$ cat config.mk
export PLATFORM = sky130hd
export DESIGN_NAME = lsp_param_bank
export DESIGN_NICKNAME = d
export VERILOG_FILES = /design/src/verilog/lsp_pkg.sv /design/src/verilog/lsp_hyst_cmp.sv /design/src/verilog/lsp_param_bank.sv
export SDC_FILE = /design/constraint.sdc
export NUM_CORES = 1
export LEC_CHECK = 0
export BUFFER_PORTS_ARGS = -buffer_cell sky130_fd_sc_hd__buf_2
export CORE_MARGIN = 4
export CORE_UTILIZATION = 43
export CTS_BUF_LIST = sky130_fd_sc_hd__clkbuf_8
export CTS_CLUSTER_DIAMETER = 80
export DETAILED_ROUTE_END_ITERATION = 10
export SLEW_MARGIN = 20
export SYNTH_ARGS = -nofsm -noshare
export SYNTH_HDL_FRONTEND = slang
export SYNTH_SLANG_ARGS = --single-unit
$ cat constraint.sdc
create_clock -name ref_clk_i -period 2.5 [get_ports ref_clk_i]
set_input_delay 0.25 -clock ref_clk_i [delete_from_list [all_inputs] [get_ports ref_clk_i]]
set_output_delay 0.25 -clock ref_clk_i [all_outputs]
set_load 0.02 [all_outputs]
$ cat src/verilog/lsp_pkg.sv
`default_nettype none
// shared constants and carriers of the line supervision parameter bank
package lsp_pkg;

  // apb geometry: byte address is four times the register index
  localparam int unsigned APB_AW  = 12;
  localparam int unsigned APB_DW  = 32;
  localparam int unsigned IDX_W   = 8;
  localparam int unsigned IDX_LSB = 2;
  localparam int unsigned STRB_W  = APB_DW / 8;

  // register indices as printed
  localparam logic [IDX_W-1:0] IDX_LC_UPPER   = 8'h1c;
  localparam logic [IDX_W-1:0] IDX_RT_THR     = 8'h1d;
  localparam logic [IDX_W-1:0] IDX_CM_LOW     = 8'h1e;
  localparam logic [IDX_W-1:0] IDX_CM_HIGH    = 8'h1f;
  localparam logic [IDX_W-1:0] IDX_PA_ONE     = 8'h20;
  localparam logic [IDX_W-1:0] IDX_PA_TWO     = 8'h21;
  localparam logic [IDX_W-1:0] IDX_PA_THREE   = 8'h22;
  localparam logic [IDX_W-1:0] IDX_LC_COEFF   = 8'h23;
  localparam logic [IDX_W-1:0] IDX_RT_COEFF   = 8'h24;
  localparam logic [IDX_W-1:0] IDX_TP_ONE     = 8'h25;
  localparam logic [IDX_W-1:0] IDX_TP_TWO     = 8'h26;
  localparam logic [IDX_W-1:0] IDX_TP_THREE   = 8'h27;
  localparam logic [IDX_W-1:0] IDX_RING_BIAS  = 8'h28;
  localparam logic [IDX_W-1:0] IDX_OVERHEAD   = 8'h29;
  localparam logic [IDX_W-1:0] IDX_RESERVED   = 8'h2a;
  localparam logic [IDX_W-1:0] IDX_LC_LOWER   = 8'h2b;
  // control and status of the block itself
  localparam logic [IDX_W-1:0] IDX_CTRL       = 8'h30;
  localparam logic [IDX_W-1:0] IDX_STATUS     = 8'h31;

  // parameter storage
  localparam int unsigned      NUM_PARAM   = 16;
  localparam int unsigned      PARAM_W     = 16;
  localparam int unsigned      SLOT_W      = 4;
  localparam logic [PARAM_W-1:0] PARAM_RST = 16'h0000;
  localparam logic [IDX_W-1:0] PARAM_BASE  = IDX_LC_UPPER;
  localparam logic [IDX_W-1:0] PARAM_LAST  = IDX_LC_LOWER;

  localparam logic [SLOT_W-1:0] SLOT_LC_UPPER  = SLOT_W'(IDX_LC_UPPER - PARAM_BASE);
  localparam logic [SLOT_W-1:0] SLOT_RT_THR    = SLOT_W'(IDX_RT_THR - PARAM_BASE);
  localparam logic [SLOT_W-1:0] SLOT_CM_LOW    = SLOT_W'(IDX_CM_LOW - PARAM_BASE);
  localparam logic [SLOT_W-1:0] SLOT_CM_HIGH   = SLOT_W'(IDX_CM_HIGH - PARAM_BASE);
  localparam logic [SLOT_W-1:0] SLOT_PA_ONE    = SLOT_W'(IDX_PA_ONE - PARAM_BASE);
  localparam logic [SLOT_W-1:0] SLOT_LC_COEFF  = SLOT_W'(IDX_LC_COEFF - PARAM_BASE);
  localparam logic [SLOT_W-1:0] SLOT_RT_COEFF  = SLOT_W'(IDX_RT_COEFF - PARAM_BASE);
  localparam logic [SLOT_W-1:0] SLOT_TP_ONE    = SLOT_W'(IDX_TP_ONE - PARAM_BASE);
  localparam logic [SLOT_W-1:0] SLOT_RING_BIAS = SLOT_W'(IDX_RING_BIAS - PARAM_BASE);
  localparam logic [SLOT_W-1:0] SLOT_OVERHEAD  = SLOT_W'(IDX_OVERHEAD - PARAM_BASE);
  localparam logic [SLOT_W-1:0] SLOT_RESERVED  = SLOT_W'(IDX_RESERVED - PARAM_BASE);
  localparam logic [SLOT_W-1:0] SLOT_LC_LOWER  = SLOT_W'(IDX_LC_LOWER - PARAM_BASE);

  // field widths; every field sits from bit 0 upward
  localparam int unsigned LC_W      = 6;   // 1.27 mA per step, 0 to 80 mA
  localparam int unsigned RT_W      = 6;
  localparam int unsigned CM_W      = 6;   // 0.375 V per step, 0 to 23.625 V
  localparam int unsigned PA_W      = 8;
  localparam int unsigned COEF_W    = 13;
  localparam int unsigned BIAS_W    = 4;
  localparam int unsigned OVH_W     = 4;
  localparam int unsigned NUM_PAIRS = 3;
  localparam int unsigned CMP_W     = 8;   // common width of all threshold compares

  // control register bits
  localparam int unsigned CTRL_W        = 2;
  localparam int unsigned CTRL_HYST_BIT = 0;
  localparam int unsigned CTRL_OVR_BIT  = 1;
  localparam logic [CTRL_W-1:0] CTRL_RST = 2'h0;

  // status register bits
  localparam int unsigned STAT_LOOP_BIT  = 0;
  localparam int unsigned STAT_RTRIP_BIT = 1;
  localparam int unsigned STAT_SPEED_BIT = 2;
  localparam int unsigned STAT_PA_LSB    = 3;

  typedef struct packed {
    logic [LC_W-1:0]                 loop_current;
    logic [CM_W-1:0]                 cm_low;
    logic [CM_W-1:0]                 cm_high;
    logic [NUM_PAIRS-1:0][PA_W-1:0]  pair_power;
  } lsp_meas_t;

  typedef struct packed {
    logic                            loop_closed;
    logic                            ring_trip;
    logic                            speedup;
    logic [NUM_PAIRS-1:0]            power_alarm;
  } lsp_det_t;

  typedef struct packed {
    logic [COEF_W-1:0]               lc_coeff;
    logic [COEF_W-1:0]               rt_coeff;
    logic [NUM_PAIRS-1:0][COEF_W-1:0] thermal_pole;
    logic [BIAS_W-1:0]               ring_bias;
    logic [OVH_W-1:0]                overhead;
    logic                            overhead_range_select;
  } lsp_cfg_t;

  // values are unsigned; each field is widened with a zero sign bit, so the signed compare orders them as unsigned
  function automatic logic lsp_code_above(input logic [CMP_W-1:0] level,
                                          input logic [CMP_W-1:0] thr);
    lsp_code_above = $signed({1'b0, level}) > $signed({1'b0, thr});
  endfunction

  // merge the low two byte lanes of a write into a 16-bit word
  function automatic logic [PARAM_W-1:0] lsp_merge(input logic [PARAM_W-1:0] old,
                                                   input logic [APB_DW-1:0]  wdata,
                                                   input logic [STRB_W-1:0]  strb);
    lsp_merge = old;
    if (strb[0]) lsp_merge[7:0] = wdata[7:0];
    if (strb[1]) lsp_merge[15:8] = wdata[15:8];
  endfunction

endpackage
`default_nettype wire

$ cat src/verilog/lsp_hyst_cmp.sv
`default_nettype none
// threshold detector with optional hysteresis band
module lsp_hyst_cmp
  import lsp_pkg::*;
#(
  parameter int unsigned W = LC_W
) (
  input  wire logic         ref_clk_i,
  input  wire logic         resetn_i,
  input  wire logic [W-1:0] level_i,
  input  wire logic [W-1:0] upper_i,
  input  wire logic [W-1:0] lower_i,
  input  wire logic         hyst_en_i,
  output var  logic         state_o
);
  logic state_q;
  logic state_d;
  logic above_upper;
  logic below_lower;

  assign above_upper = lsp_code_above(CMP_W'(level_i), CMP_W'(upper_i));
  assign below_lower = lsp_code_above(CMP_W'(lower_i), CMP_W'(level_i));

  // with hysteresis on, closed state holds inside the band, only leaving below the lower bound
  always_comb begin
    if (!hyst_en_i) begin
      state_d = above_upper;
    end else if (state_q) begin
      state_d = !below_lower;
    end else begin
      state_d = above_upper;
    end
  end

  always_ff @(posedge ref_clk_i or negedge resetn_i) begin
    if (!resetn_i) begin
      state_q <= 1'b0;
    end else begin
      state_q <= state_d;
    end
  end

  assign state_o = state_q;
endmodule
`default_nettype wire

$ cat src/verilog/lsp_param_bank.sv
`default_nettype none
module lsp_param_bank
  import lsp_pkg::*;
(
  input  wire logic                    ref_clk_i,
  input  wire logic                    resetn_i,
  input  wire logic                    psel_i,
  input  wire logic                    penable_i,
  input  wire logic                    pwrite_i,
  input  wire logic [lsp_pkg::APB_AW-1:0] paddr_i,
  input  wire logic [lsp_pkg::APB_DW-1:0] pwdata_i,
  input  wire logic [lsp_pkg::STRB_W-1:0] pstrb_i,
  output var  logic [lsp_pkg::APB_DW-1:0] prdata_o,
  output var  logic                    pready_o,
  output var  logic                    pslverr_o,
  input  wire logic                    ringing_active_i,
  input  wire lsp_pkg::lsp_meas_t      meas_i,
  output var  lsp_pkg::lsp_det_t       det_o,
  output var  lsp_pkg::lsp_cfg_t       cfg_o
);
  import lsp_pkg::*;

  // ---- input synchronisers
  lsp_meas_t meas_s1_q;
  lsp_meas_t meas_s1_d;
  lsp_meas_t meas_s2_q;
  lsp_meas_t meas_s2_d;
  logic      ring_s1_q;
  logic      ring_s1_d;
  logic      ring_s2_q;
  logic      ring_s2_d;

  // analog codes arrive asynchronously; a word may tear for one sample,
  // which reaches the detector compares unfiltered
  always_comb begin
    meas_s1_d = meas_i;
    meas_s2_d = meas_s1_q;
    ring_s1_d = ringing_active_i;
    ring_s2_d = ring_s1_q;
  end

  always_ff @(posedge ref_clk_i or negedge resetn_i) begin
    if (!resetn_i) begin
      meas_s1_q <= '0;
      meas_s2_q <= '0;
      ring_s1_q <= 1'b0;
      ring_s2_q <= 1'b0;
    end else begin
      meas_s1_q <= meas_s1_d;
      meas_s2_q <= meas_s2_d;
      ring_s1_q <= ring_s1_d;
      ring_s2_q <= ring_s2_d;
    end
  end

  // ---- apb decode
  logic [IDX_W-1:0]  idx;
  logic [SLOT_W-1:0] slot;
  logic              hit_param;
  logic              hit_ctrl;
  logic              hit_status;
  logic              mapped;
  logic              setup;
  logic              wr_done;

  assign idx        = paddr_i[IDX_LSB +: IDX_W];
  assign slot       = SLOT_W'(idx - PARAM_BASE);
  assign hit_param  = (idx >= PARAM_BASE) && (idx <= PARAM_LAST);
  assign hit_ctrl   = (idx == IDX_CTRL);
  assign hit_status = (idx == IDX_STATUS);
  assign mapped     = hit_param || hit_ctrl || hit_status;
  assign setup      = psel_i && !penable_i;

  // ---- register file and bus answer
  logic [PARAM_W-1:0] param_q [NUM_PARAM];
  logic [PARAM_W-1:0] param_d [NUM_PARAM];
  logic [CTRL_W-1:0]  ctrl_q;
  logic [CTRL_W-1:0]  ctrl_d;
  logic [APB_DW-1:0]  prdata_q;
  logic [APB_DW-1:0]  prdata_d;
  logic               pready_q;
  logic               pready_d;
  logic               pslverr_q;
  logic               pslverr_d;
  logic [PARAM_W-1:0] status_word;
  logic [PARAM_W-1:0] ctrl_word;
  logic [PARAM_W-1:0] rd_word;
  lsp_det_t           det_now;

  // a write lands only at the edge where the master sees pready high
  assign wr_done     = psel_i && penable_i && pready_q && pwrite_i && !pslverr_q;

  assign status_word = PARAM_W'({det_now.power_alarm, det_now.speedup,
                                 det_now.ring_trip, det_now.loop_closed});
  assign ctrl_word   = PARAM_W'(ctrl_q);

  // read mux; the reserved slot and unmapped words read as zero
  always_comb begin
    rd_word = '0;
    if (hit_param && slot != SLOT_RESERVED) begin
      rd_word = param_q[slot];
    end else if (hit_ctrl) begin
      rd_word = ctrl_word;
    end else if (hit_status) begin
      rd_word = status_word;
    end
  end

  // answer is registered: pready rises in the first access cycle, so every
  // transfer takes exactly two cycles and back-to-back transfers still work
  always_comb begin
    param_d   = param_q;
    ctrl_d    = ctrl_q;
    pready_d  = 1'b0;
    pslverr_d = 1'b0;
    prdata_d  = '0;
    if (setup) begin
      pready_d  = 1'b1;
      pslverr_d = !mapped;
      if (!pwrite_i) begin
        prdata_d = APB_DW'(rd_word);
      end
    end
    if (wr_done) begin
      if (hit_param && slot != SLOT_RESERVED) begin
        // all 16 bits are kept, unused ones included
        param_d[slot] = lsp_merge(param_q[slot], pwdata_i, pstrb_i);
      end else if (hit_ctrl) begin
        ctrl_d = CTRL_W'(lsp_merge(ctrl_word, pwdata_i, pstrb_i));
      end
    end
  end

  // parameters clear to zero only to keep simulation free of unknowns;
  // software must still program each one before use
  always_ff @(posedge ref_clk_i or negedge resetn_i) begin
    if (!resetn_i) begin
      for (int i = 0; i < NUM_PARAM; i++) begin
        param_q[i] <= PARAM_RST;
      end
      ctrl_q    <= CTRL_RST;
      prdata_q  <= '0;
      pready_q  <= 1'b0;
      pslverr_q <= 1'b0;
    end else begin
      for (int i = 0; i < NUM_PARAM; i++) begin
        param_q[i] <= param_d[i];
      end
      ctrl_q    <= ctrl_d;
      prdata_q  <= prdata_d;
      pready_q  <= pready_d;
      pslverr_q <= pslverr_d;
    end
  end

  assign prdata_o  = prdata_q;
  assign pready_o  = pready_q;
  assign pslverr_o = pslverr_q;

  // field views; only the defined low bits steer detection
  logic [LC_W-1:0] lc_upper;
  logic [LC_W-1:0] lc_lower;
  logic [RT_W-1:0] rt_thr;
  logic [CM_W-1:0] cml_thr;
  logic [CM_W-1:0] cmh_thr;

  assign lc_upper = param_q[SLOT_LC_UPPER][LC_W-1:0];
  assign lc_lower = param_q[SLOT_LC_LOWER][LC_W-1:0];
  assign rt_thr   = param_q[SLOT_RT_THR][RT_W-1:0];
  assign cml_thr  = param_q[SLOT_CM_LOW][CM_W-1:0];
  assign cmh_thr  = param_q[SLOT_CM_HIGH][CM_W-1:0];

  // ---- loop closure with optional hysteresis
  logic loop_closed;

  lsp_hyst_cmp #(
    .W (LC_W)
  ) u_loop_cmp (
    .ref_clk_i (ref_clk_i),
    .resetn_i  (resetn_i),
    .level_i   (meas_s2_q.loop_current),
    .upper_i   (lc_upper),
    .lower_i   (lc_lower),
    .hyst_en_i (ctrl_q[CTRL_HYST_BIT]),
    .state_o   (loop_closed)
  );

  // ---- ring trip, speed-up and power alarms
  logic                 rtrip_q;
  logic                 rtrip_d;
  logic                 speed_q;
  logic                 speed_d;
  logic [NUM_PAIRS-1:0] palarm_q;
  logic [NUM_PAIRS-1:0] palarm_d;

  // ring trip is meaningless off-hook without ringing, so it is gated
  always_comb begin
    rtrip_d = ring_s2_q &&
              lsp_code_above(CMP_W'(meas_s2_q.loop_current), CMP_W'(rt_thr));
    speed_d = lsp_code_above(CMP_W'(meas_s2_q.cm_low), CMP_W'(cml_thr))
           || lsp_code_above(CMP_W'(meas_s2_q.cm_high), CMP_W'(cmh_thr));
    for (int p = 0; p < NUM_PAIRS; p++) begin
      palarm_d[p] = lsp_code_above(meas_s2_q.pair_power[p],
                                   param_q[SLOT_PA_ONE + SLOT_W'(p)][PA_W-1:0]);
    end
  end

  always_ff @(posedge ref_clk_i or negedge resetn_i) begin
    if (!resetn_i) begin
      rtrip_q  <= 1'b0;
      speed_q  <= 1'b0;
      palarm_q <= '0;
    end else begin
      rtrip_q  <= rtrip_d;
      speed_q  <= speed_d;
      palarm_q <= palarm_d;
    end
  end

  assign det_now.loop_closed = loop_closed;
  assign det_now.ring_trip   = rtrip_q;
  assign det_now.speedup     = speed_q;
  assign det_now.power_alarm = palarm_q;
  assign det_o               = det_now;

  // ---- configuration handed to the analog filters and converter
  always_comb begin
    cfg_o.lc_coeff = param_q[SLOT_LC_COEFF][COEF_W-1:0];
    cfg_o.rt_coeff = param_q[SLOT_RT_COEFF][COEF_W-1:0];
    for (int p = 0; p < NUM_PAIRS; p++) begin
      cfg_o.thermal_pole[p] = param_q[SLOT_TP_ONE + SLOT_W'(p)][COEF_W-1:0];
    end
    cfg_o.ring_bias             = param_q[SLOT_RING_BIAS][BIAS_W-1:0];
    // the range limit of the overhead field is software's to respect
    cfg_o.overhead              = param_q[SLOT_OVERHEAD][OVH_W-1:0];
    cfg_o.overhead_range_select = ctrl_q[CTRL_OVR_BIT];
  end
endmodule
`default_nettype wire

Word level (Yosys, flattened, before mapping)
Index checks and enable logic that the tools add are counted.
- flip-flop bits (word level): 384
- bits in latches: 0
- RAM bits: 0
- ROM bits: 0
- bits of input ports: 96
- output and inout bits: 114
- word-level logic and storage cells: 95
- memories: 0
- $add $sub $neg: 1
- multiply operators: 0
- div/mod/pow operators: 0
- $lt $le $gt $ge: 12
- eq/ne operators: 3
- shift-type cells: 0
- mux-type cells: 21
- bitwise gates (word level): 2
- reductions and logical operators: 18
- operator list (operator ; number):
    $bwmux 256 ; 1
    $mux 16 ; 7
    $bmux 16 s4 ; 1
    $demux 16 s4 ; 1
    $mux 8 ; 6
    $gt 6x6->1 ; 5
    $gt 8x8->1 ; 3
    $eq 8x6->1 const B ; 2
    $logic_and 1x1->1 ; 9
    $ge 8x5->1 const B ; 1
    $le 8x6->1 const B ; 1
    $mux 6 ; 1
    $ge 5x5->1 const B ; 1
    $lt 5x1->1 const B ; 1
    $not 4->5 ; 1
    $logic_not 1->1 ; 4
    $mux 1 ; 4
    $ne 4x4->1 const B ; 1
    $reduce_and 4->1 ; 1
    $sub 4x4->4 const B ; 1
    $logic_or 1x1->1 ; 3
    $reduce_and 2->1 ; 1
    $not 1->1 ; 1

Depth between registers and ports, before layout
Gate-level depths: netlist of the first run.
- word-level depth: 9
- depth in mapped cells: 13
- gate-level depth less buffers: 7

Hierarchy
From an unflattened synthesis of the first run, not the netlist that was laid out.
- cell total of the unflattened synthesis: 1601
- area, all modules: 16768.6 um^2
- modules (own cells, without submodules) (module ; instances ; cells each ; area an instance (um^2)):
    lsp_param_bank ; 1 ; 1557 ; 16420.7
    lsp_hyst_cmp ; 1 ; 44 ; 347.8

Worst setup path after synthesis of the first run
OpenSTA, ideal clock, no wires.
- path kind: in2reg
- from: in paddr_i[4] in the netlist's numbering
- to: reg param_q (netlist bit cmh_thr[0])
- setup time: 124 ps
- arrival time: 2651 ps
- data required time: 2376 ps
- setup slack: -275 ps
- cell stages on the path: 13
- path buffers: 7
- cells stage by stage: buf_2 > buf_2 > inv_2 > ha_1 > buf_2 > buf_4 > buf_4 > buf_2 > mux2i_1 > nor2_1 > a221oi_4 > buf_4 > a21oi_1
- cells in the longest elaborated chain, start to end: 9
- elaborated cells between the ends (all ways): 20
- those cells by class: add/sub (1); order compare (4); eq/ne (1); mux (9); bitwise (1); reduce/logical (4)
- ends and longest elaborated chain (item ; line ; source):
    start: declaration ; lsp_param_bank.sv:10 ; input wire logic [lsp_pkg::APB_AW-1:0] paddr_i,
    $sub 4x4->4 ; lsp_param_bank.sv:67 ; assign slot = SLOT_W'(idx - PARAM_BASE);
    $not 4->5 (implied by the code) ; lsp_param_bank.sv:127 ; param_d[slot] = lsp_merge(param_q[slot], pwdata_i, pstrb_i);
    $bmux 16 s4 ; lsp_param_bank.sv:127 ;
    $mux 16 (implied by the code) (2 in series) ; lsp_param_bank.sv:127 ;
    $mux 8 ; lsp_pkg.sv:111 ; if (strb[0]) lsp_merge[7:0] = wdata[7:0];
    $mux 8 ; lsp_param_bank.sv:125 ; if (hit_param && slot != SLOT_RESERVED) begin
    $mux 8 ; lsp_param_bank.sv:124 ; if (wr_done) begin
    $bwmux 256 ; lsp_param_bank.sv:127 ;
    end signal: indexed assignment ; lsp_param_bank.sv:147 ; param_q[i] <= param_d[i];
    end: declaration ; lsp_param_bank.sv:75 ; logic [PARAM_W-1:0] param_q [NUM_PARAM];
Several ways; a longest one is shown, not always the timed one. The select of a mux whose other input is x is not followed.
A chain may end at the register's enable or synchronous reset.

Worst setup path in the final report of the first run
- from: reg param_q (netlist bit cfg_o[13])
- to: reg param_q (netlist bit cfg_o[52])
- cells in the longest elaborated chain, start to end: 7
- ends and longest elaborated chain (item ; line):
    $bmux 16 s4 ; lsp_param_bank.sv:127
    $mux 16 (implied by the code) (2 in series) ; lsp_param_bank.sv:127
    $mux 8 ; lsp_pkg.sv:111
    $mux 8 ; lsp_param_bank.sv:125
    $mux 8 ; lsp_param_bank.sv:124
    $bwmux 256 ; lsp_param_bank.sv:127
Every way passes these cells. The select of a mux whose other input is x is not followed.

==> metrics.csv, run 1 <==
stage;metric;value;unit
timing;setup_tns;0;ns
power;ir_drop;397;uV
hold_path;hold_class;input port to register;
logic_synthesis;seq_area_frac_synth;53.5;%
logic_synthesis;synth.distinct_cells;53;
cells_and_area;nets;1906;
route;via_per_inst;5.25;
logic_synthesis;synth_area;0.0172;mm^2
route;antenna_left;0;
cells_and_area;drive_gt1_share;26.9;%
critical_path;timing.critical_path.to;cfg_o[52];
logic_synthesis;async_flop_share;100;%
timing;hold_viol;0;
critical_path;critPathLaunchType;register;
timing;clock_skew;0.0300;ns
logic_synthesis;synth_edf_count;0;
global_routing;grt_pass1_vias;12776;
route;drt-total-wl;46900;um
place;place.gp.congestion;0.864;
critical_path;timing.rr.start;cfg_o[13];
critical_path;r2r-end;cfg_o[52];
global_routing;antenna_found_initial;0;
clocking;cts.sinks;368;
logic_synthesis;synthAdderAreaFrac;4.29;%
logic_synthesis;synth_xor_area_share;0;%
clocking;cts-root-buf;clkbuf_8;
clocking;postCtsSetupBuffers;0;
logic_synthesis;ys_warn_count;0;
cells_and_area;fin_area;0.0205;mm^2
logic_synthesis;ys.flop_type;dfrtp_1;
global_routing;grt_max_degree;86;
timing;slew_headroom;36.7;%
timing;period_share;89.2;%
route;via_count;12174;
clocking;path_clk_slew;0.06;ns
clocking;cts_buffers;60;
clocking;htree_levels;2;
timing;slew_viol_final;0;
timing;rsz0062_at_grt;false;
route;first_pass_iters;5;
critical_path;crit_type;register to register;
power;power.leakage;10.1;nW
die;pin_count;210;
global_routing;grt-ovfl-total;0;
run_status;outcome;finished, final reports clean;
route;wl_per_cell;20.2;um
place;numPortBuffers;171;
timing;timing.fmax;0.448;GHz
logic_synthesis;synth_compound_area_share;13.7;%
power;p_total;12.7;mW
logic_synthesis;avgSynthCellArea;11.2;um^2
critical_path;startpoint;cfg_o[13];
clocking;clk_latency;0.66;ns
logic_synthesis;synth-seq-cells;368;
clocking;cts_tree;done;
global_routing;grt_pass1_wl;74400;um
timing;period_needed;2.23;ns
critical_path;cp.arrival;2.72;ns
global_routing;grt_util_all_layers;21.7;%
die;dieHeight;208;um
critical_path;r2r_cells;6;
route;drtIter0Drc;785;
die;die_w;208;um
cells_and_area;n_antenna_cell;0;
die;core;0.0396;mm^2
route;drt_drc_violations_left;0;
die;initial_core_util;43.5;%
cells_and_area;areaGrowthSynthToFinish;19.0;%
power;power_density;618;mW/mm^2
hold_path;holdPathStages;4;
place;place_hpwl;33000;um
critical_path;cp.required;2.99;ns
die;die-area;0.0433;mm^2
logic_synthesis;synth_cells;1538;
job;cap_violations;0;
timing;tightest_slew;0.948;ns
timing;setup_violations;0;
logic_synthesis;synth-simple-area-share;8.74;%
die;rows;73;
logic_synthesis;synth_top_family_by_area;compound AO/OA/AOI/OAI gates;
critical_path;regToRegSetupSlack;0.27;ns
clocking;ctsLongestPathBuffers;3;
logic_synthesis;synthMuxAreaShare;10.2;%
place;postPlaceCellArea;0.0187;mm^2
critical_path;cp-end-kind;register;
critical_path;path_max_fanout;14;
==> layer usage <==
layer | wire length (um) | global-route usage (%)
met2 | 21900 | 34.7
met3 | 3380 | 4.75
met4 | 911 | 6.14
met1 | 20700 | 30.2
met5 | 0 | 0
==> report_power, final <==
part,leakage [nW],internal (mW),total (mW),switching (mW)
logic,4.56,0.494,1.17,0.678
registers,4.84,6.06,6.11,0.0508
clock network,0.706,2.97,5.37,2.40
==> metrics by stage <==
stage	setup WS, ns	hold WS, ns	util (%)	std cells
after CTS	0.310	0.0279	51.7	2319
after detailed placement	-0.102	0.335	47.3	2163
final	0.269	0.0669	51.7	2319
after global placement	-0.0912	0.333	47.3	2163
after floorplan	0.00584	-0.0456	-	1553
after global routing	0.239	0.0542	51.7	2319
==> placed cells by master (no fill, tap or decap), types with 5 or more instances in the layout <==
master,netlist,layout
dfrtp_1,368,368
nor2_1,252,252
a21oi_1,233,233
buf_2,41,169
inv_1,72,86
buf_4,122,84
clkbuf_8,0,74
mux2i_1,59,59
ha_1,59,58
dlygate4sd3_1,0,51
mux2_2,35,35
buf_12,1,34
mux4_2,30,30
nand2_1,22,22
o22ai_1,21,21
nor2b_1,17,17
conb_1,1,16
clkinv_2,0,13
nand2b_1,11,11
o21ai_0,11,11
o2111a_1,11,11
and2_1,10,10
a21oi_2,10,10
nand4_1,9,9
nand3_1,8,8
a211oi_1,8,8
a221oi_4,8,8
a22o_1,7,7
a221oi_1,7,7
nor3_1,6,6
o21a_1,6,6
o21ai_1,5,5
o2111a_2,5,5
a31oi_2,5,5
==> area by class of cell <==
class / count / area, um^2
clock buffers: 74 / 1020
fillers: 3529 / 19100
inverters: 73 / 274
flip-flops and latches: 368 / 9210
multi-input cells: 909 / 6430
well taps: 525 / 657
clock inverters: 31 / 219
repair buffers: 339 / 2680
==> registers in the layout, summed over array words and instances (netlist names) <==
register / cells
param_q: 159
cfg_o: 73
meas_s1_q: 42
meas_s2_q: 42
prdata_o: 16
cmh_thr: 6
cml_thr: 6
lc_lower: 6
lc_upper: 6
palarm_q: 3
ctrl_q: 2
pready_o: 1
pslverr_o: 1
ring_s1_q: 1
ring_s2_q: 1
rtrip_q: 1
speed_q: 1
u_loop_cmp.state_o: 1
==> worst min path at each step <==
stage / start / endpoint
5_1_grt: pwdata_i[8] / param_q[232]
6_report: pwdata_i[8] / param_q[248]
2_1_floorplan: resetn_i / cfg_o[10]
3_3_place_gp: meas_s1_q[10] / meas_s2_q[10]
3_5_place_dp: meas_s1_q[12] / meas_s2_q[12]
4_1_cts: pwdata_i[8] / param_q[200]
==> Yosys cell counts (all sizes together) (4+ instances only) <==
library cell,number,area share (%)
nand2b,11,0.40
mux2,35,2.3
dfrtp,368,53
o2111a,16,1.1
inv,73,1.6
buf,179,7.4
mux2i,59,3.4
nor3,7,0.27
clkbuf,24,0.52
nor2b,17,0.62
o22ai,21,0.76
and4,4,0.20
a31oi,5,0.36
a221oi,15,1.6
o2bb2ai,4,0.20
o21ai,16,0.46
and2,10,0.36
nand3,8,0.23
mux4,34,4.5
a211oi,10,0.58
nor2,253,5.5
a21oi,244,7.4
ha,59,4.3
nand4,9,0.33
nand2,23,0.52
o21a,6,0.26
a22o,7,0.36
==> timing repair <==
| item | 4_1_cts | 5_1_grt |
|---|---|---|
| hold endpoints to repair | 124 | 0 |
| hold buffers | 51 | 0 |
| resized for setup | 0 | 0 |
==> logic make-up after synthesis <==
kind of cell / after synthesis
AND/OR/NAND/NOR: 349
multiplexers: 128
flip-flops: 368
buffers and inverters: 276
AO/OA/AOI/OAI: 357
other: 1
adder cells (fa/ha/maj): 59
==> critical path: stages, from the launching register on <==
cell and delay (ns):
dfrtp_1 0.40, mux4_1 0.63, mux2_2 0.36, nor2b_1 0.16
a221oi_4 0.25, buf_12 0.20, a21oi_1 0.09
(Power assumes the default switching activity.)
==> run 2, diff against run 1 <==
--- a/config.mk
+++ b/config.mk
@@ -5,6 +5,7 @@
 export SDC_FILE = /design/constraint.sdc
 export NUM_CORES = 1
 export LEC_CHECK = 0
+export ABC_AREA = 1
 export BUFFER_PORTS_ARGS = -buffer_cell sky130_fd_sc_hd__buf_2
 export CORE_MARGIN = 4
 export CORE_UTILIZATION = 43
==> constraint.sdc (replaced) <==
create_clock -name ref_clk_i -period 2.1 [get_ports ref_clk_i]
set_input_delay 0.21 -clock ref_clk_i [delete_from_list [all_inputs] [get_ports ref_clk_i]]
set_output_delay 0.21 -clock ref_clk_i [all_outputs]
set_load 0.005 [all_outputs]
==> metrics.csv, run 2 <==
stage;metric;value;unit;change
timing;period_needed;1.92;ns;-0.308 ns
logic_synthesis;synth-seq-cells;368;;unchanged
logic_synthesis;ys_warn_count;0;;unchanged
power;p_total;15.9;mW;+25%
power;switching_power;4.27;mW;+36%
route;drtIter0Drc;1533;;+95%
die;core;0.0434;mm^2;+9.4%
timing;clock_skew;0.0284;ns;-0.00159 ns
global_routing;grt_max_degree;64;;-26%
logic_synthesis;synth_edf_count;0;;unchanged
run_status;outcome;finished, final reports clean;;
clocking;path_clk_slew;0.06;ns;about the same
timing;rsz0062_at_grt;false;;
die;die-area;0.0475;mm^2;+9.6%
cells_and_area;nets;2797;;+47%
critical_path;startpoint;pready_o;;
cells_and_area;areaGrowthSynthToFinish;18.6;%;
die;initial_core_util;43.7;%;+0.26 points
logic_synthesis;ys_top_cells_by_area;dfrtp_1 (49%), nand2_1 (19%), nand3_1 (9.4%);;
place;numPortBuffers;171;;unchanged
logic_synthesis;synth_top_area_share;48.6;%;-4.9 points
clocking;cts_tree;done;;
route;drt_drc_violations_left;0;;unchanged
die;dieHeight;218;um;+4.7%
clocking;cts.sinks;368;;unchanged
cells_and_area;largest_register_ff_count;159;;unchanged
die;pin_count;210;;unchanged
job;cap_violations;0;;unchanged
power;intPower;11.6;mW;+22%
power;p_comb_share;11.5;%;+2.2 points
route;via_per_inst;5.03;;-4.2%
power;power.leakage;12.6;nW;+25%
critical_path;cp.arrival;2.51;ns;-0.21 ns
logic_synthesis;synth_area;0.0190;mm^2;+10%
route;antenna_left;0;;unchanged
logic_synthesis;async_flop_share;100;%;unchanged
timing;hold_ws;0.0975;ns;+0.0307 ns
timing;tightest_slew;0.854;ns;-0.0938 ns
critical_path;r2r-end;cml_thr[0];;
power;switching_share;26.9;%;+2.2 points
route;drt-total-wl;57200;um;+22%
die;rows;76;;+4.1%
critical_path;crit_type;register to register;;
timing;hold_viol;0;;unchanged
cells_and_area;layout.cells.non_filler;3277;;+41%
logic_synthesis;avgSynthCellArea;7.77;um^2;-31%
cells_and_area;mostFrequentLayoutCells;nand2_1 (960), dfrtp_1 (368), nand3_1 (355);;
cells_and_area;drive_gt1_share;17.2;%;-9.7 points
clocking;cts-root-buf;clkbuf_8;;
critical_path;timing.critical_path.to;cml_thr[0];;
place;place_ws;-0.101;ns;+0.00112 ns
critical_path;r2r_cells;8;;+2
global_routing;grt-ovfl-total;0;;unchanged
clocking;ctsLongestPathBuffers;3;;unchanged
place;place_hpwl;39600;um;+20%
place;place.gp.congestion;0.868;;+0.45%
logic_synthesis;ys.flop_type;dfrtp_1;;
global_routing;grt_pass1_vias;16388;;+28%
timing;fin_ws;0.177;ns;-0.0918 ns
hold_path;hold_class;input port to async pin;;
global_routing;grt_util_all_layers;24.1;%;+2.4 points
timing;period_share;91.6;%;+2.3 points
logic_synthesis;yosysMostFrequentCell;nand2_1;;
logic_synthesis;seq_area_frac_synth;48.6;%;-4.9 points
timing;setup_violations;0;;unchanged
critical_path;critPathLaunchType;register;;
power;p_clk_share;42.5;%;about the same
cells_and_area;utilization;51.9;%;+0.17 points
timing;timing.fmax;0.520;GHz;+16%
critical_path;cp.required;2.68;ns;-0.31 ns
global_routing;grt_pass1_wl;90900;um;+22%
power;ir_drop;531;uV;+34%
place;dp.cells;3113;;+44%
logic_synthesis;yosys-top-cells-count;nand2_1 (960), dfrtp_1 (368), nand3_1 (355), inv_1 (252), buf_4 (123);;
cells_and_area;n_antenna_cell;0;;unchanged
route;wl_per_cell;17.5;um;-14%
route;via_count;16487;;+35%
cells_and_area;layout.cells.most_common;nand2_1;;
global_routing;antenna_found_initial;0;;unchanged
die;die_w;218;um;+4.7%
clocking;cts_buffers;61;;+1.7%
clocking;clk_latency;0.67;ns;about the same
critical_path;regToRegSetupSlack;0.18;ns;-0.09 ns
logic_synthesis;synth_cells;2441;;+59%
clocking;htree_levels;2;;unchanged
power;power_density;706;mW/mm^2;+14%
logic_synthesis;synth_top_area_cell;dfrtp_1;;
route;first_pass_iters;8;;+3
critical_path;path_max_fanout;16;;+2
power;p_seq_share;45.9;%;-2.4 points
logic_synthesis;synth.distinct_cells;38;;-28%
timing;slew_viol_final;0;;unchanged
cells_and_area;largest_register;param_q;;
critical_path;cp-end-kind;register;;
critical_path;timing.rr.start;pready_o;;
timing;slew_headroom;42.9;%;+6.2 points
==> run 2: cell types whose count changed after synthesis, sizes merged, moves of 35 or more <==
cell and delta:
nand2 +940, clkbuf +37, inv +197, nor2 -180, mux2 -35, nand3 +347
a21oi -215, mux2i -59
==> run 2: metal layers <==
| metal | share of wire [%] | GRT usage, % | wire length [um] | up-vias |
|---|---|---|---|---|
| met5 | 0 | 0 | 0 | - |
| met4 | 3.3 | 8.49 | 1910 | 0 |
| met3 | 8.1 | 4.93 | 4620 | 124 |
| met2 | 46 | 37.8 | 26100 | 698 |
| met1 | 43 | 33.5 | 24500 | 7838 |
| li1 | - | - | - | 7827 |
==> run 2: worst min-delay path by stage <==
stage | endpoint | cells past startpoint
floorplan | cfg_o[10] | 0
global placement | cfg_o[61] | 1
detailed placement | cfg_o[61] | 1
CTS | param_q[162] | 2
global route | cfg_o[61] | 2
finish | cfg_o[61] | 2
==> run 2: final cells by class <==
type,count,area (um^2)
clock buffers,78,1070
clock inverters,35,238
fillers,4226,20900
inverters,271,1020
multi-input cells,1580,7310
flip-flops and latches,368,9210
well taps,585,732
repair buffers,360,2900
==> run 2: power by group through the flow <==
stage	Clock (mW)	Sequential, mW	Combinational (mW)
final	6.75	7.29	1.83
after global routing	7.26	7.30	2.01
after CTS	6.92	7.29	1.81
after detailed placement	0	7.42	1.74
after global placement	0	7.42	1.71
after floorplan	0	7.39	0.902
==> run 2: critical path: stages, from the launching register on <==
cell     delay (ns)
dfrtp_1        0.35
nand3_1        0.09
nor3_2         0.32
nand4_4        0.26
buf_4          0.27
nor2_8         0.09
buf_4          0.25
nand3_1        0.12
nand2_1        0.10
==> run 2: logic make-up (layout without fill, tap and decap cells) <==
kind of cell    Yosys count  after routing  synth area share [%]
simple gates           1416           1416                  31.8
flops                   368            368                  48.6
other cells               1             16                0.0198
compound gates           89             89                  2.54
buf+inv                 508            744                  13.1
fa+ha+maj                59             59                  3.89
==> run 2: per-stage QoR <==
step	setup TNS (ns)	area, um^2
final	0	22500
after global routing	0	22500
after CTS	0	22500
after detailed placement	-3.14	20700
after global placement	-2.03	20700
after floorplan	0	19000
==> run 2: what timing repair did <==
item / CTS / global route
buffers inserted: 0 / 0
endpoints found under the hold margin: 380 / 0
hold buffers: 51 / 0
gates resized for setup: 0 / 0
endpoints found under the setup margin: 0 / 0
==> run 3, diff against run 2 <==
--- a/config.mk
+++ b/config.mk
@@ -9,7 +9,7 @@
 export BUFFER_PORTS_ARGS = -buffer_cell sky130_fd_sc_hd__buf_2
 export CORE_MARGIN = 4
 export CORE_UTILIZATION = 43
-export CTS_BUF_LIST = sky130_fd_sc_hd__clkbuf_8
+export CTS_BUF_LIST = sky130_fd_sc_hd__clkbuf_4 sky130_fd_sc_hd__clkbuf_8 sky130_fd_sc_hd__clkbuf_16
 export CTS_CLUSTER_DIAMETER = 80
 export DETAILED_ROUTE_END_ITERATION = 10
 export SLEW_MARGIN = 20
==> metrics.csv, run 3 (synthesis results as in run 2) <==
stage;metric;value;unit;change
global_routing;grt_busiest_layer;met2;;
power;p_total;16.9;mW;+6.7%
power;p_comb_share;10.8;%;-0.7 points
clocking;post_cts_resized;0;;unchanged
power;p_clk_share;46.2;%;+3.7 points
run_status;outcome;finished, final reports clean;;
power;switching_share;25.0;%;-1.9 points
cells_and_area;num-fill-cells;4137;;-2.1%
die;die-area;0.0475;mm^2;unchanged
cells_and_area;areaGrowthSynthToFinish;19.5;%;
critical_path;critPathTopFamily;simple AND/OR/NAND/NOR gates;;
clocking;cts_buffers;41;;-33%
critical_path;crit_buf_inv;3;;+1
critical_path;cp_slowest_cell;dfrtp_1;;
hold_path;hold_class;input port to register;;
timing;clock_skew;0.0213;ns;-0.00710 ns
power;power.leakage;12.6;nW;-0.23%
cells_and_area;drive_gt1_share;16.6;%;-0.68 points
critical_path;crit_type;register to register;;
clocking;path_clk_slew;0.06;ns;about the same
power;intPower;12.7;mW;+9.5%
global_routing;use_met2;37.9;%;+0.083 points
critical_path;path_cells;nand3_1, nor3_2, nand4_4, buf_12, buf_12, nor2_8, inv_2, nand2_1, nand2_1;;
critical_path;worst-path-stages;9;;+1
place;dp.cells;3113;;unchanged
die;core;0.0434;mm^2;unchanged
die;initial_core_util;43.7;%;unchanged
die;rows;76;;unchanged
critical_path;path_max_fanout;16;;unchanged
clocking;cts-root-buf;clkbuf_16;;
clocking;clk_latency;0.57;ns;-0.10 ns
global_routing;grt_use_met1;33.3;%;-0.18 points
global_routing;antenna_found_initial;0;;unchanged
place;numPortBuffers;171;;unchanged
cells_and_area;layout.cells.most_common;nand2_1;;
timing;rsz0062_at_grt;false;;
place;place_hpwl;39600;um;unchanged
critical_path;cp.required;2.54;ns;-0.14 ns
clocking;cts.sinks;368;;unchanged
critical_path;max_stage_delay;0.35;ns;about the same
cells_and_area;largest_register_ff_count;159;;unchanged
power;switching_power;4.24;mW;-0.66%
timing;setup_violations;0;;unchanged
job;cap_violations;0;;unchanged
clocking;htree_levels;2;;unchanged
route;wl_per_cell;17.5;um;+0.49%
power;ir_drop;674;uV;+27%
power;power_density;748;mW/mm^2;+6.0%
place;place.gp.congestion;0.868;;unchanged
global_routing;grt_max_degree;64;;unchanged
cells_and_area;multi_input_area;0.00731;mm^2;unchanged
timing;slew_headroom;43.6;%;+0.67 points
global_routing;grt_pass1_wl;90200;um;-0.71%
timing;slew_viol_final;0;;unchanged
route;antenna_left;0;;unchanged
route;drtIter0Drc;1568;;+2.3%
global_routing;grt_util_all_layers;24.0;%;-0.13 points
cells_and_area;largest_register;param_q;;
route;via_count;16333;;-0.93%
timing;timing.fmax;0.517;GHz;-0.60%
critical_path;critPathLaunchType;register;;
place;postPlaceCellArea;0.0207;mm^2;unchanged
route;first_pass_iters;6;;-2
route;drt-total-wl;56700;um;-0.77%
power;p_seq_share;43.0;%;-2.9 points
hold_path;holdPathStages;3;;
die;pin_count;210;;unchanged
global_routing;grt-ovfl-total;0;;unchanged
timing;hold_ws;0.0406;ns;-0.0570 ns
timing;hold_viol;0;;unchanged
critical_path;cp-end-kind;register;;
route;via_per_inst;5.05;;+0.32%
clocking;postCtsSetupBuffers;0;;unchanged
clocking;cts_tree;done;;
cells_and_area;regArea;0.00921;mm^2;unchanged
cells_and_area;fin_area;0.0226;mm^2;+0.69%
global_routing;grt_pass1_vias;16266;;-0.74%
die;dieHeight;218;um;unchanged
timing;period_needed;1.93;ns;+0.0116 ns
route;drt_drc_violations_left;0;;unchanged
cells_and_area;layout.cells.non_filler;3236;;-1.3%
die;die_w;218;um;unchanged
timing;tightest_slew;0.844;ns;-0.0101 ns
critical_path;r2r_cells;9;;+1
cells_and_area;nets;2775;;-0.79%
critical_path;cp.arrival;2.37;ns;-0.14 ns
timing;period_share;92.1;%;+0.55 points
cells_and_area;n_antenna_cell;0;;unchanged
global_routing;grtUsageMet3;3.85;%;-1.1 points
cells_and_area;mostFrequentLayoutCells;nand2_1 (960), dfrtp_1 (368), nand3_1 (355);;
clocking;ctsLongestPathBuffers;3;;unchanged
-- run 3: worst paths after layout --
| kind | startpoint | endpoint | slack, ns |
|---|---|---|---|
| min in group asynchronous | resetn_i | cfg_o[61] | 0.18 |
| min reg2reg | meas_s1_q[6] | meas_s2_q[6] | 0.35 |
| min | pstrb_i[0] | ctrl_q[0] | 0.04 |
| max | pready_o | param_q[52] | 0.17 |
| max in group asynchronous | resetn_i | cfg_o[60] | 1.11 |
| max reg2reg | pready_o | param_q[52] | 0.17 |
-- run 3: area by class of cell --
| type | instances | share of cell area, % |
|---|---|---|
| Clock buffer | 54 | 5.34 |
| Multi-Input combinational cell | 1580 | 32.3 |
| Timing Repair Buffer | 358 | 12.7 |
| Tap cell | 585 | 3.23 |
| Clock inverter | 20 | 1.23 |
| Sequential cell | 368 | 40.7 |
| Inverter | 271 | 4.50 |
-- run 3: worst register-to-register path, stage by stage, from the launching register on --
cell and delay, ns:
dfrtp_1 0.35, nand3_1 0.09, nor3_2 0.33, nand4_4 0.26, buf_12 0.24, buf_12 0.13, nor2_8 0.09, inv_2 0.16
nand2_1 0.11, nand2_1 0.06
-- run 3: per-stage QoR --
| step | utilization (%) | TNS (ns) | setup WS, ns |
|---|---|---|---|
| after floorplan | - | 0 | 0.0174 |
| after global placement | 47.7 | -2.03 | -0.0766 |
| after detailed placement | 47.7 | -3.14 | -0.101 |
| after CTS | 52.2 | 0 | 0.148 |
| after global routing | 52.2 | 0 | 0.0416 |
| final | 52.2 | 0 | 0.166 |
-- run 3: power by group through the flow --
stage          Clock (mW)  Sequential, mW  Combinational (mW)
4_1_cts              8.00            7.29                1.81
3_5_place_dp            0            7.42                1.74
3_3_place_gp            0            7.42                1.71
2_1_floorplan           0            7.39               0.902
5_1_grt              8.29            7.30                2.01
6_report             7.82            7.29                1.83
-- run 3: repair_timing --
action,4_1_cts,5_1_grt
hold endpoints to repair,104,0
endpoints found under the setup margin,0,0
hold buffers,49,0
-- run 3: per-layer routing --
metal / up-vias / part of all wire (%)
met5: - / 0
met4: 0 / 3.5
met3: 132 / 8.0
met2: 702 / 46
met1: 7721 / 43
li1: 7778 / -
